==> config.mk <==
export PLATFORM = sky130hd
export DESIGN_NAME = tcc_block
export DESIGN_NICKNAME = d
export VERILOG_FILES = /design/src/tcc_pkg.sv /design/src/tcc_block.sv
export VERILOG_INCLUDE_DIRS = /design/src
export SDC_FILE = /design/constraint.sdc
export NUM_CORES = 1
export LEC_CHECK = 0
export ABC_AREA = 1
export BUFFER_PORTS_ARGS = -buffer_cell sky130_fd_sc_hd__buf_2
export CORE_UTILIZATION = 50
export DETAILED_ROUTE_END_ITERATION = 10
export PLACE_DENSITY = 0.69
export SLEW_MARGIN = 20
export SYNTH_ARGS = -nofsm -noshare
export SYNTH_HDL_FRONTEND = slang
export SYNTH_SLANG_ARGS = --single-unit
==> constraint.sdc <==
create_clock -name ref_clk -period 4.7 [get_ports ref_clk]
set_clock_uncertainty 0.15 [all_clocks]
set_input_delay 0.47 -clock ref_clk [delete_from_list [all_inputs] [get_ports ref_clk]]
set_output_delay 0.47 -clock ref_clk [all_outputs]
set_load 0.1 [all_outputs]
==> src/tcc_map.svh <==
// Register offsets, field positions, reset values and counter constants
// of the timer capture/compare block. Included by the block only.
`ifndef TCC_MAP_SVH
`define TCC_MAP_SVH
`define TCC_OFS_CTRL      8'h00
`define TCC_OFS_IOC       8'h04
`define TCC_OFS_CCR0      8'h08
`define TCC_OFS_CCR1      8'h0c
`define TCC_OFS_CCR2      8'h10
`define TCC_OFS_COMPARE_SHADOW_3      8'h14
`define TCC_OFS_CNT       8'h18
`define TCC_CTRL_RUN      0
`define TCC_CTRL_MODE_LO  1
`define TCC_CTRL_MODE_HI  3
`define TCC_CTRL_CCS2     4
`define TCC_CTRL_CCS3     5
`define TCC_CTRL_ARMED    6
`define TCC_IOC_OL_LO     0
`define TCC_IOC_OE_LO     4
`define TCC_CTRL_RST      6'h00
`define TCC_IOC_RST       8'h00
`define TCC_CCR_RST       16'h0000
`define TCC_CNT_IDLE      16'hffff
`define TCC_CNT_ZERO      16'h0000
`define TCC_NCH           4
`endif

==> src/tcc_pkg.sv <==
// Types shared by the timer capture/compare block.
// Needs no include file; it uses no macros of tcc_map.svh.
package tcc_pkg;
    typedef enum logic [2:0] {
        MODE_INTERVAL, MODE_EVENT, MODE_EXT_TRIG, MODE_ONE_SHOT,
        MODE_PWM, MODE_FREE_RUN, MODE_PULSE_WIDTH
    } mode_e;
    typedef struct packed {
        logic       ccs3;
        logic       ccs2;
        logic [2:0] mode;
        logic       run;
    } ctrl_s;
    typedef struct packed {
        logic [3:0] oe;
        logic [3:0] ol;
    } ioc_s;
endpackage : tcc_pkg

==> src/tcc_block.sv <==
// Timer unit: 16-bit counter, four compare channels with shadow buffers,
// capture on channels 2 and 3 (first unit only), counter read buffer and output pin control.
// Assumes an APB master on ref_clk and asynchronous capture/event pins.
//
// Design decisions made here: the APB slave port and the placing of the registers.
`timescale 1ns/1ps
`include "tcc_map.svh"
module tcc_block #(
    parameter bit UNIT_SECOND = 1'b0
) (
    input  wire logic        ref_clk,
    input  wire logic        reset,
    input  wire logic        psel,
    input  wire logic        penable,
    input  wire logic        pwrite,
    input  wire logic [7:0]  paddr,
    input  wire logic [31:0] pwdata,
    input  wire logic [3:0]  pstrb,
    output logic      [31:0] prdata,
    output logic             pready,
    output logic             pslverr,
    input  wire logic        capture_input_2,
    input  wire logic        capture_input_3,
    input  wire logic        event_input,
    output logic      [3:0]  timer_out_pin,
    output logic      [3:0]  match_irq
);
    import tcc_pkg::*;

    tcc_pkg::ctrl_s ctrl_r;
    tcc_pkg::ioc_s  ioc_r;
    mode_e          mode;
    logic [15:0]    ccr_r    [`TCC_NCH];
    logic [15:0]    shadow_r [`TCC_NCH];
    logic [15:0]    cnt_r;
    logic [15:0]    cnt_nxt;
    logic           started_r;
    logic           armed_r;
    logic [2:0]     sy2_r, sy3_r, syev_r;
    logic [3:0]     cap_edge;
    logic [3:0]     cap_role, cmp_role, cap_ev, match, wr_ccr;
    logic           tick, ev_edge, batch, transfer, cycle_mode, out_mode;
    logic           acc, setup, wr_ok, mapped;
    logic [31:0]    rd_sel;
    logic [3:0]     out_r;

    assign mode = mode_e'(ctrl_r.mode);

    // Pins pass two flops; the third flop only feeds the edge detector
    always_ff @(posedge ref_clk) begin
        if (reset) begin
            sy2_r  <= 3'h0;
            sy3_r  <= 3'h0;
            syev_r <= 3'h0;
        end else begin
            sy2_r  <= {sy2_r[1:0], capture_input_2};
            sy3_r  <= {sy3_r[1:0], capture_input_3};
            syev_r <= {syev_r[1:0], event_input};
        end
    end
    // Rising edge is taken as the valid capture edge
    assign cap_edge = {sy3_r[1] & ~sy3_r[2], sy2_r[1] & ~sy2_r[2], 2'b00};
    assign ev_edge  = syev_r[1] & ~syev_r[2];

    // APB decode: zero wait states, read data snapshotted in the setup cycle
    assign setup  = psel & ~penable;
    assign acc    = psel & penable;
    assign pready = 1'b1;
    assign mapped = (paddr <= `TCC_OFS_CNT) && (paddr[1:0] == 2'b00);
    // Writes to the 16-bit registers without both low byte strobes are refused
    assign wr_ok  = acc & pwrite & mapped & (pstrb[1:0] == 2'b11);
    assign pslverr = acc & (~mapped | (pwrite & (pstrb[1:0] != 2'b11)
                                      | pwrite & (paddr == `TCC_OFS_CNT)));

    always_comb begin
        rd_sel = 32'h0;
        unique case (paddr)
            `TCC_OFS_CTRL: rd_sel = {25'h0, armed_r, ctrl_r};
            `TCC_OFS_IOC:  rd_sel = {24'h0, ioc_r};
            `TCC_OFS_CCR0: rd_sel = {16'h0, ccr_r[0]};
            `TCC_OFS_CCR1: rd_sel = {16'h0, ccr_r[1]};
            `TCC_OFS_CCR2: rd_sel = {16'h0, ccr_r[2]};
            `TCC_OFS_COMPARE_SHADOW_3: rd_sel = {16'h0, ccr_r[3]};
            `TCC_OFS_CNT:  rd_sel = {16'h0, ctrl_r.run ? cnt_r : `TCC_CNT_ZERO};
            default:       rd_sel = 32'h0;
        endcase
    end

    // A capture in the access cycle cannot tear the value already latched
    always_ff @(posedge ref_clk) begin
        if (reset)
            prdata <= 32'h0;
        else if (setup & ~pwrite)
            prdata <= rd_sel;
    end

    always_ff @(posedge ref_clk) begin
        if (reset) begin
            ctrl_r <= `TCC_CTRL_RST;
            ioc_r  <= `TCC_IOC_RST;
        end else if (wr_ok && paddr == `TCC_OFS_CTRL) begin
            ctrl_r <= pwdata[5:0];
        end else if (wr_ok && paddr == `TCC_OFS_IOC) begin
            ioc_r  <= pwdata[7:0];
        end
    end

    always_ff @(posedge ref_clk) begin
        if (reset)
            started_r <= 1'b0;
        else
            started_r <= ctrl_r.run;
    end

    assign batch      = (mode == MODE_EXT_TRIG) || (mode == MODE_PWM);
    assign cycle_mode = (mode == MODE_INTERVAL) || (mode == MODE_EVENT) || batch
                        || (mode == MODE_ONE_SHOT);
    assign tick       = (mode == MODE_EVENT) ? ev_edge : 1'b1;
    assign transfer   = batch & armed_r & match[0];
    assign out_mode   = (mode != MODE_EVENT) && (mode != MODE_PULSE_WIDTH);

    genvar i;
    generate
        for (i = 0; i < `TCC_NCH; i++) begin : g_ch
            if (i >= 2) begin : g_cap
                logic ccs;
                assign ccs = (i == 2) ? ctrl_r.ccs2 : ctrl_r.ccs3;
                assign cap_role[i] = ~UNIT_SECOND & ((mode == MODE_PULSE_WIDTH)
                                     | ((mode == MODE_FREE_RUN) & ccs));
            end else begin : g_nocap
                assign cap_role[i] = 1'b0;
            end
            assign cmp_role[i] = ~cap_role[i] & (mode != MODE_PULSE_WIDTH);
            assign cap_ev[i]   = cap_role[i] & started_r & cap_edge[i];
            assign match[i]    = cmp_role[i] & started_r & tick
                                 & (cnt_r == shadow_r[i]);
            // No compare write when the channel only captures
            assign wr_ccr[i]   = wr_ok & ~cap_role[i]
                                 & (paddr == `TCC_OFS_CCR0 + 8'(4 * i));

            always_ff @(posedge ref_clk) begin
                if (reset)
                    ccr_r[i] <= `TCC_CCR_RST;
                else if (cap_role[i] & ~ctrl_r.run)
                    ccr_r[i] <= `TCC_CCR_RST;
                else if (cap_ev[i])
                    ccr_r[i] <= cnt_r;
                else if (wr_ccr[i])
                    ccr_r[i] <= pwdata[15:0];
            end

            always_ff @(posedge ref_clk) begin
                if (reset)
                    shadow_r[i] <= `TCC_CCR_RST;
                else if (~started_r | ~batch | transfer)
                    shadow_r[i] <= ccr_r[i];
            end

            // Second unit has no channel 3 pin; it rests at its level bit
            always_ff @(posedge ref_clk) begin
                if (reset)
                    out_r[i] <= 1'b0;
                else if (~ctrl_r.run | ~ioc_r.oe[i] | ~out_mode | ~cmp_role[i]
                         | (UNIT_SECOND && i == 3))
                    out_r[i] <= ioc_r.ol[i];
                else if (~started_r)
                    out_r[i] <= ~ioc_r.ol[i];
                else if (match[i])
                    out_r[i] <= ~out_r[i];
            end
        end
    endgenerate

    assign timer_out_pin = out_r;
    assign match_irq     = match | cap_ev;

    // Arming is set by software, so a write in the transfer cycle wins
    always_ff @(posedge ref_clk) begin
        if (reset)
            armed_r <= 1'b0;
        else if (wr_ccr[1] & batch)
            armed_r <= 1'b1;
        else if (transfer | ~ctrl_r.run)
            armed_r <= 1'b0;
    end

    // Counter idles at all ones; the first wrap after start is plain counting except in event mode, where start loads zero
    always_comb begin
        cnt_nxt = cnt_r;
        if (~ctrl_r.run)
            cnt_nxt = `TCC_CNT_IDLE;
        else if (~started_r)
            cnt_nxt = (mode == MODE_EVENT) ? `TCC_CNT_ZERO : `TCC_CNT_IDLE;
        else if (mode == MODE_PULSE_WIDTH && (cap_ev[2] | cap_ev[3]))
            cnt_nxt = `TCC_CNT_ZERO;
        else if (cycle_mode & match[0])
            cnt_nxt = `TCC_CNT_ZERO;
        else if (tick)
            cnt_nxt = cnt_r + 16'h1;
    end

    always_ff @(posedge ref_clk) begin
        if (reset)
            cnt_r <= `TCC_CNT_IDLE;
        else
            cnt_r <= cnt_nxt;
    end

    property p_cmp_keep;
        @(posedge ref_clk) disable iff (reset)
        (cmp_role[3] && $fell(ctrl_r.run)) |-> (ccr_r[3] == $past(ccr_r[3]));
    endproperty
    a_cmp_keep: assert property (p_cmp_keep) else $error("compare value lost on stop");

    property p_cap_copy;
        @(posedge ref_clk) disable iff (reset)
        (cap_ev[3] && ctrl_r.run) |=> (ccr_r[3] == $past(cnt_r));
    endproperty
    a_cap_copy: assert property (p_cap_copy) else $error("capture value wrong");

    property p_pw_clear;
        @(posedge ref_clk) disable iff (reset)
        (cap_ev[2] && ctrl_r.run && mode == MODE_PULSE_WIDTH) |=> (cnt_r == 16'h0000);
    endproperty
    a_pw_clear: assert property (p_pw_clear) else $error("counter not cleared");

    property p_cap_stop;
        @(posedge ref_clk) disable iff (reset)
        (cap_role[3] && !ctrl_r.run) ##1 cap_role[3] |-> (ccr_r[3] == 16'h0000);
    endproperty
    a_cap_stop: assert property (p_cap_stop) else $error("capture reg not cleared");

    property p_reset_val;
        @(posedge ref_clk) disable iff (reset)
        $past(reset) |-> (ccr_r[3] == 16'h0000 && !ctrl_r.run && rd_sel[15:0] != 16'hffff);
    endproperty
    a_reset_val: assert property (p_reset_val) else $error("reset values wrong");

    property p_idle_cnt;
        @(posedge ref_clk) disable iff (reset)
        !ctrl_r.run [*2] |-> (cnt_r == 16'hffff);
    endproperty
    a_idle_cnt: assert property (p_idle_cnt) else $error("idle counter not all ones");

    property p_toggle;
        @(posedge ref_clk) disable iff (reset)
        (match[3] && ctrl_r.run && ioc_r.oe[3] && out_mode && !UNIT_SECOND)
        ##1 ctrl_r.run |-> (out_r[3] != $past(out_r[3]));
    endproperty
    a_toggle: assert property (p_toggle) else $error("output did not invert");

    property p_batch;
        @(posedge ref_clk) disable iff (reset)
        (batch && started_r && $past(started_r) && $stable(ctrl_r.mode)
         && shadow_r[2] != $past(shadow_r[2])) |-> $past(transfer);
    endproperty
    a_batch: assert property (p_batch) else $error("shadow moved without transfer");

    property p_low_off;
        @(posedge ref_clk) disable iff (reset)
        (!ioc_r.ol[0] && !ioc_r.oe[0]) [*2] |-> !out_r[0];
    endproperty
    a_low_off: assert property (p_low_off) else $error("disabled output not low");

    // Channel 3 is the one a bench enables; ch0 would leave this vacuous
    property p_start_lvl;
        @(posedge ref_clk) disable iff (reset)
        ($rose(started_r) && ioc_r.oe[3] && ctrl_r.run && $stable(ioc_r) && $stable(ctrl_r)
         && out_mode && cmp_role[3] && !UNIT_SECOND)
        |-> (out_r[3] == ~ioc_r.ol[3]);
    endproperty
    a_start_lvl: assert property (p_start_lvl) else $error("start level wrong");

    property p_read_latch;
        @(posedge ref_clk) disable iff (reset)
        (setup && !pwrite) |=> (prdata == $past(rd_sel));
    endproperty
    a_read_latch: assert property (p_read_latch) else $error("read data not latched");

    property p_cnt_read;
        @(posedge ref_clk) disable iff (reset)
        (paddr == `TCC_OFS_CNT && ctrl_r.run) |-> (rd_sel[15:0] == cnt_r);
    endproperty
    a_cnt_read: assert property (p_cnt_read) else $error("counter buffer not live");

    property p_cnt_zero;
        @(posedge ref_clk) disable iff (reset)
        (paddr == `TCC_OFS_CNT && !ctrl_r.run) |-> (rd_sel == 32'h0000_0000);
    endproperty
    a_cnt_zero: assert property (p_cnt_zero) else $error("stopped buffer not zero");

    property p_lvl_high;
        @(posedge ref_clk) disable iff (reset)
        (ioc_r.ol[3] && (!ioc_r.oe[3] || !ctrl_r.run)) [*2] |-> out_r[3];
    endproperty
    a_lvl_high: assert property (p_lvl_high) else $error("level one output not high");

    property p_start_cnt;
        @(posedge ref_clk) disable iff (reset)
        ($rose(started_r) && $stable(ctrl_r.mode) && mode != MODE_EVENT) |-> (cnt_r == 16'hffff);
    endproperty
    a_start_cnt: assert property (p_start_cnt) else $error("counter not started at ones");

    property p_no_pw_write;
        @(posedge ref_clk) disable iff (reset)
        (wr_ok && paddr == `TCC_OFS_COMPARE_SHADOW_3 && mode == MODE_PULSE_WIDTH && ctrl_r.run
         && !cap_ev[3] && !UNIT_SECOND) |=> (ccr_r[3] == $past(ccr_r[3]));
    endproperty
    a_no_pw_write: assert property (p_no_pw_write) else $error("capture reg written");

    property p_second_cmp;
        @(posedge ref_clk) disable iff (reset)
        UNIT_SECOND |-> !cap_role[3];
    endproperty
    a_second_cmp: assert property (p_second_cmp) else $error("second unit captures");

    property p_cap_sel;
        @(posedge ref_clk) disable iff (reset)
        (mode != MODE_FREE_RUN && mode != MODE_PULSE_WIDTH) |-> !cap_role[3];
    endproperty
    a_cap_sel: assert property (p_cap_sel) else $error("capture role in compare mode");

    property p_no_out;
        @(posedge ref_clk) disable iff (reset)
        !out_mode |=> (out_r[3] == $past(ioc_r.ol[3]));
    endproperty
    a_no_out: assert property (p_no_out) else $error("output driven in no-output mode");

endmodule : tcc_block

Yosys cells after proc, flatten, opt, wreduce, memory -nomap -nowiden
Memory sizes are Yosys's and may differ from the RTL's.
Cells that the tools add are included.
{ "word_totals": {"regBits": 77, "output_inout_bits": 42, "mem_bits_rw": 128, "mem_count": 2, "word_cells": 233, "inputBits": 52} }
{ "op_classes": {"add_sub_neg": 1, "magnitude_cmp": 1, "reduce_logical": 15, "muxes": 69, "eq_ne": 25, "bitwise_logic": 103} }
{ "mem_list": {"columns": ["name", "words", "word_bits", "rd", "rd_clocked_by_memory_dff", "wr", "line_no", "text"], "rows": [
  ["ccr_r", 4, 16, 4, 0, 4, "tcc_block.sv:33", "logic [15:0] ccr_r [`TCC_NCH];"],
  ["shadow_r", 4, 16, 4, 0, 4, "tcc_block.sv:34", "logic [15:0] shadow_r [`TCC_NCH];"]
]} }
{ "ops": {"columns": ["cell", "n"], "rows": [
  ["$mux 16", 18],
  ["$pmux 16 s7", 1],
  ["$eq 16x16->1", 4],
  ["$mux 1", 50],
  ["$and 1x1->1", 42],
  ["$or 1x1->1", 32],
  ["$not 1->1", 28],
  ["$eq 8x5->1 const B", 3],
  ["$add 16x1->16 const B", 1],
  ["$eq 8x4->1 const B", 2],
  ["$ne 3x1->1 const B", 5],
  ["$eq 3x3->1 const B", 3],
  ["$eq 8x3->1 const B", 1],
  ["$le 8x5->1 const B", 1],
  ["$logic_not 8->1", 1],
  ["$eq 3x2->1 const B", 2],
  ["$logic_and 1x1->1", 5],
  ["$logic_or 1x1->1", 4],
  ["$ne 4x1->1 const B", 1],
  ["$or 4x4->4", 1],
  ["$eq 3x1->1 const B", 1],
  ["$logic_not 3->1", 1],
  ["$ne 3x3->1 const B", 1],
  ["$eq 2x2->1 const B", 1],
  ["5 further kinds", 5]
]} }

Logic depth before layout (Yosys ltp)
{ "depth": {"word_depth": 12, "ltp_mapped": 14, "ltp_nobuf": 12} }

Least setup slack after synthesis
OpenSTA, ideal clock, no wires.
{ "synth_path": {"path_kind": "input-to-reg", "startpoint": "input reset", "endpoint": "memory shadow_r[0][0], enable pin", "path_slack_ns": 0.662, "arrival_time_ns": 2.905, "setup_ns": 0.984, "n_path_buf": 2, "required_ns": 3.566, "path_stages": 4, "cell_sequence": "clkbuf_1 > inv_1 > clkbuf_1 > nand4_1"} }
{ "synth_rtl": {"columns": ["element", "line_no", "text"], "rows": [
  ["start: declaration", "tcc_block.sv:12", "input wire logic reset,"],
  ["end: declaration", "tcc_block.sv:34", null]
]} }

Final worst setup path
{ "layout_path": {"startpoint": "register started_r", "endpoint": "output match_irq[3]"} }
{ "layout_between": {"elab_chain_len": 4, "word_cells_on_any_way": 6, "classes_between": "bitwise (6)"} }
{ "layout_lines": {"columns": ["element", "line_no", "text"], "rows": [
  ["start: declaration", "tcc_block.sv:37", "logic started_r;"],
  ["start signal: assignment", "tcc_block.sv:112", "started_r <= ctrl_r.run;"],
  ["$and 1x1->1 (2 in series)", "tcc_block.sv:135", "assign match[i] = cmp_role[i] & started_r & tick"],
  ["$and 1x1->1", "tcc_block.sv:136", "& (cnt_r == shadow_r[i]);"],
  ["$or 4x4->4 (*)", "tcc_block.sv:175", "assign match_irq = match | cap_ev;"],
  ["end: declaration", "tcc_block.sv:26", "output logic [3:0] match_irq"]
]} }
Mark *: on every way between the ends. The rest lies on a longest branch, timed or not.

==> results.sh <==
export IMPL_status="complete, no violations"
export IMPL_path_max_fanout=16
export IMPL_hold_violations=0
export IMPL_met3_usage_pct=5.33
export IMPL_grt_max_degree=65
export IMPL_slew_violations=0
export IMPL_cap_violations=0
export IMPL_via_per_inst=5.31
export IMPL_final_antenna_net_count=0
export IMPL_place_congestion=0.957
export IMPL_dieArea_sq_um=21300
export IMPL_crit_chain="inv_2, nor3_1, nand2_1, nand2_1, buf_2"
export IMPL_p_leak_uw=0.00518
export IMPL_wl_mm=28.0
export IMPL_reg2reg_setup_slack_ns=1.69
export IMPL_synthCells=1311
export IMPL_synthTopCellsByArea="edfxtp_1 (37%), dfxtp_1 (12%), nand2_1 (11%), inv_1 (7.1%), nor2_1 (5.9%)"
export IMPL_post_synth_top_count_cell="nand2_1"
export IMPL_grt_busiest_layer="met2"
export IMPL_pin_count=94
export IMPL_wl_per_cell_um=17.2
export IMPL_tightest_slew_ns=1.08
export IMPL_clock_latency_ns=0.44
export IMPL_ys_ff_latch=189
export IMPL_ir_drop_v=0.000263
export IMPL_synthMuxAreaShare_pct=0
export IMPL_cts_max_level=4
export IMPL_grt_pass1_wl_mm=43.3
export IMPL_fin_crit_sh_pct=69.3
export IMPL_crit_family="simple AND/OR/NAND/NOR gates"
export IMPL_use_met2_pct=43.1
export IMPL_crit_path_frequent_cell="nand2_1"
export IMPL_avgSynthCellArea_sq_um=7.91
export IMPL_cts_setup_buffers=0
export IMPL_grt_overflow_total=0
export IMPL_synth_xor_area_share_pct=5.41
export IMPL_relSlewSlack_pct=28.1
export IMPL_synth_compound_area_share_pct=6.59
export IMPL_grtUsageTotal_pct=27.1
export IMPL_cts_root_buf="clkbuf_16"
export IMPL_clkTransAtPathRegs_ns=0.07
export IMPL_cp_slowest_cell="dfxtp_1"
export IMPL_layout_min_cycle_time_ns=3.26
export IMPL_grt_pass1_vias=7990
export IMPL_post_route_drc_count=0
export IMPL_async_flop_share_pct=0
export IMPL_hpwlAfterDp_mm=20.7
export IMPL_synth_fa_ha_area_share_pct=0.121
export IMPL_cts_buffers=17
export IMPL_syn_area_sq_um=10400
export IMPL_required_ns=4.08
export IMPL_coreArea_sq_um=20300
export IMPL_hold_buffers=0
export IMPL_max_stage_delay_ns=0.73
export IMPL_chipHeight_um=146
export IMPL_synth_top_family_by_area="simple AND/OR/NAND/NOR gates"
export IMPL_clock_path_buffers=2
export IMPL_area_growth_pct=8.80
export IMPL_num_vias=8622
export IMPL_cts_tree="yes"
export IMPL_tns_ns=0
export IMPL_use_met1_pct=37.0
export IMPL_min_path_type="input pin to register"
export IMPL_pwr_density_cell_nw_per_um2=309
export IMPL_ys_seq_area_share_pct=48.9
export IMPL_fmax_mhz=307
export IMPL_cts_resized_gates=0
export IMPL_synth_edf_count=128
export IMPL_clock_sinks=189
export IMPL_synth_top_area_share_pct=37.1
export IMPL_antenna_cells=0
export IMPL_crit_buf_inv=2
export IMPL_crit_path_start_kind="register"
export IMPL_synthSimpleGateAreaFrac_pct=27.3
export IMPL_yosysWarnings=0
export IMPL_synth_flop_cell="edfxtp_1"
export IMPL_firstDrtPassIters=5
export IMPL_criticalPathCategory="register to output port"
export IMPL_initial_utilization_pct=51.1
export IMPL_antenna_found_initial=0
export IMPL_die_w_um=146
export IMPL_critPathArrivalTime_ns=2.64
export IMPL_post_route_util_pct=55.6
export IMPL_rsz0062_at_grt="false"
export IMPL_nNetsFinal=1395
export IMPL_drive_gt1_share_pct=14.2
export IMPL_synth_cell_types=36
export IMPL_synth_top_area_cell="edfxtp_1"
export IMPL_yosys_top_cells_count="nand2_1 (300), inv_1 (197), nor2_1 (164)"
export IMPL_drt_initial_drc_count=793
export IMPL_cp_end_kind="output port"
export IMPL_rows=52
export IMPL_io_buffers=58
export IMPL_final_setup_viol_count=0
==> state kept, by name, summed over array words and instances (netlist names) <==
name            count
armed_r             1
mode                3
started_r           1
g_ch.g_cap.ccs      2
sy2_r               3
cnt_r              16
ioc_r               8
timer_out_pin       4
prdata             16
syev_r              3
shadow_r           64
ctrl_r              1
ccr_r              64
sy3_r               3
==> cells by family (layout without fill, tap and decap cells) <==
kind of cell / Yosys count / in the layout
AOI/OAI and AO/OA: 128 / 128
xor gates and xnor gates: 64 / 64
adders and majority gates: 1 / 1
buffers and inverters: 280 / 309
DFF: 189 / 189
other: 2 / 17
and+or+nand+nor: 647 / 647
==> layer usage <==
metal  vias to the layer above  part of all wire [%]
li1                       4156                     -
met1                      4001                    42
met2                       423                    46
met3                        42                   9.4
met4                         0                   2.9
met5                         -                     0
==> per-stage QoR <==
stage	hold WS, ns	total power [uW]	setup slack, ns	area (sq um)	std cells
finish	0.0869	3480	1.44	11300	1625
CTS	0.0804	3490	1.49	11300	1625
global route	0.0825	3580	1.35	11300	1625
floorplan	0.238	2070	0.662	10400	1326
detailed placement	0.250	2110	1.74	10700	1593
global placement	0.249	2110	1.81	10700	1593
==> final timing paths <==
kind | startpoint | endpoint | cells past startpoint
worst min register to register | syev_r[0] | syev_r[1] | 2
worst max-delay path | started_r | match_irq[3] | 5
worst max register to register | cnt_r[3] | shadow_r[0][9] | 9
worst min-delay path | capture_input_3 | sy3_r[0] | 3
==> cell type report <==
| class | instances | area, sq um |
|---|---|---|
| Clock inverter | 14 | 120 |
| Multi-Input combinational cell | 857 | 4160 |
| Clock buffer | 18 | 439 |
| Tap cell | 270 | 338 |
| Timing Repair Buffer | 71 | 388 |
| Sequential cell | 189 | 5060 |
| Fill cell | 1897 | 9020 |
| Inverter | 206 | 773 |
==> where the power goes <==
group          internal [uW]  switching [uW]  total (uW)  leakage (uW)
logic                   51.5             174         226       0.00304
registers               1830            24.5        1850       0.00185
clock network            712             692        1400      0.000282
==> worst register-to-register path: cells and delay by family, from the launching register on <==
kind / cells / cell delay, ns
buffers and inverters: 2 / 0.97
DFF: 1 / 0.62
and+or+nand+nor: 7 / 0.88
==> placed cells by master, fill, tap and decap left out, drive strengths merged <==
cell type | synthesis | routed
clkinv | 0 | 5
a21oi | 24 | 24
a31oi | 1 | 1
ha | 1 | 1
edfxtp | 128 | 128
nor3b | 1 | 1
nor2 | 227 | 227
dfxtp | 61 | 61
nand3 | 61 | 61
clkbuf | 22 | 18
a311oi | 1 | 1
inv | 206 | 215
nand4 | 10 | 10
xor2 | 45 | 45
o22ai | 27 | 27
nor4 | 4 | 4
buf | 52 | 71
nand3b | 1 | 1
o2111ai | 1 | 1
conb | 2 | 17
xnor2 | 19 | 19
or2 | 1 | 1
o21ai | 74 | 74
nand2 | 308 | 308
nor3 | 34 | 34
Power figures use the tool's default switching activity.
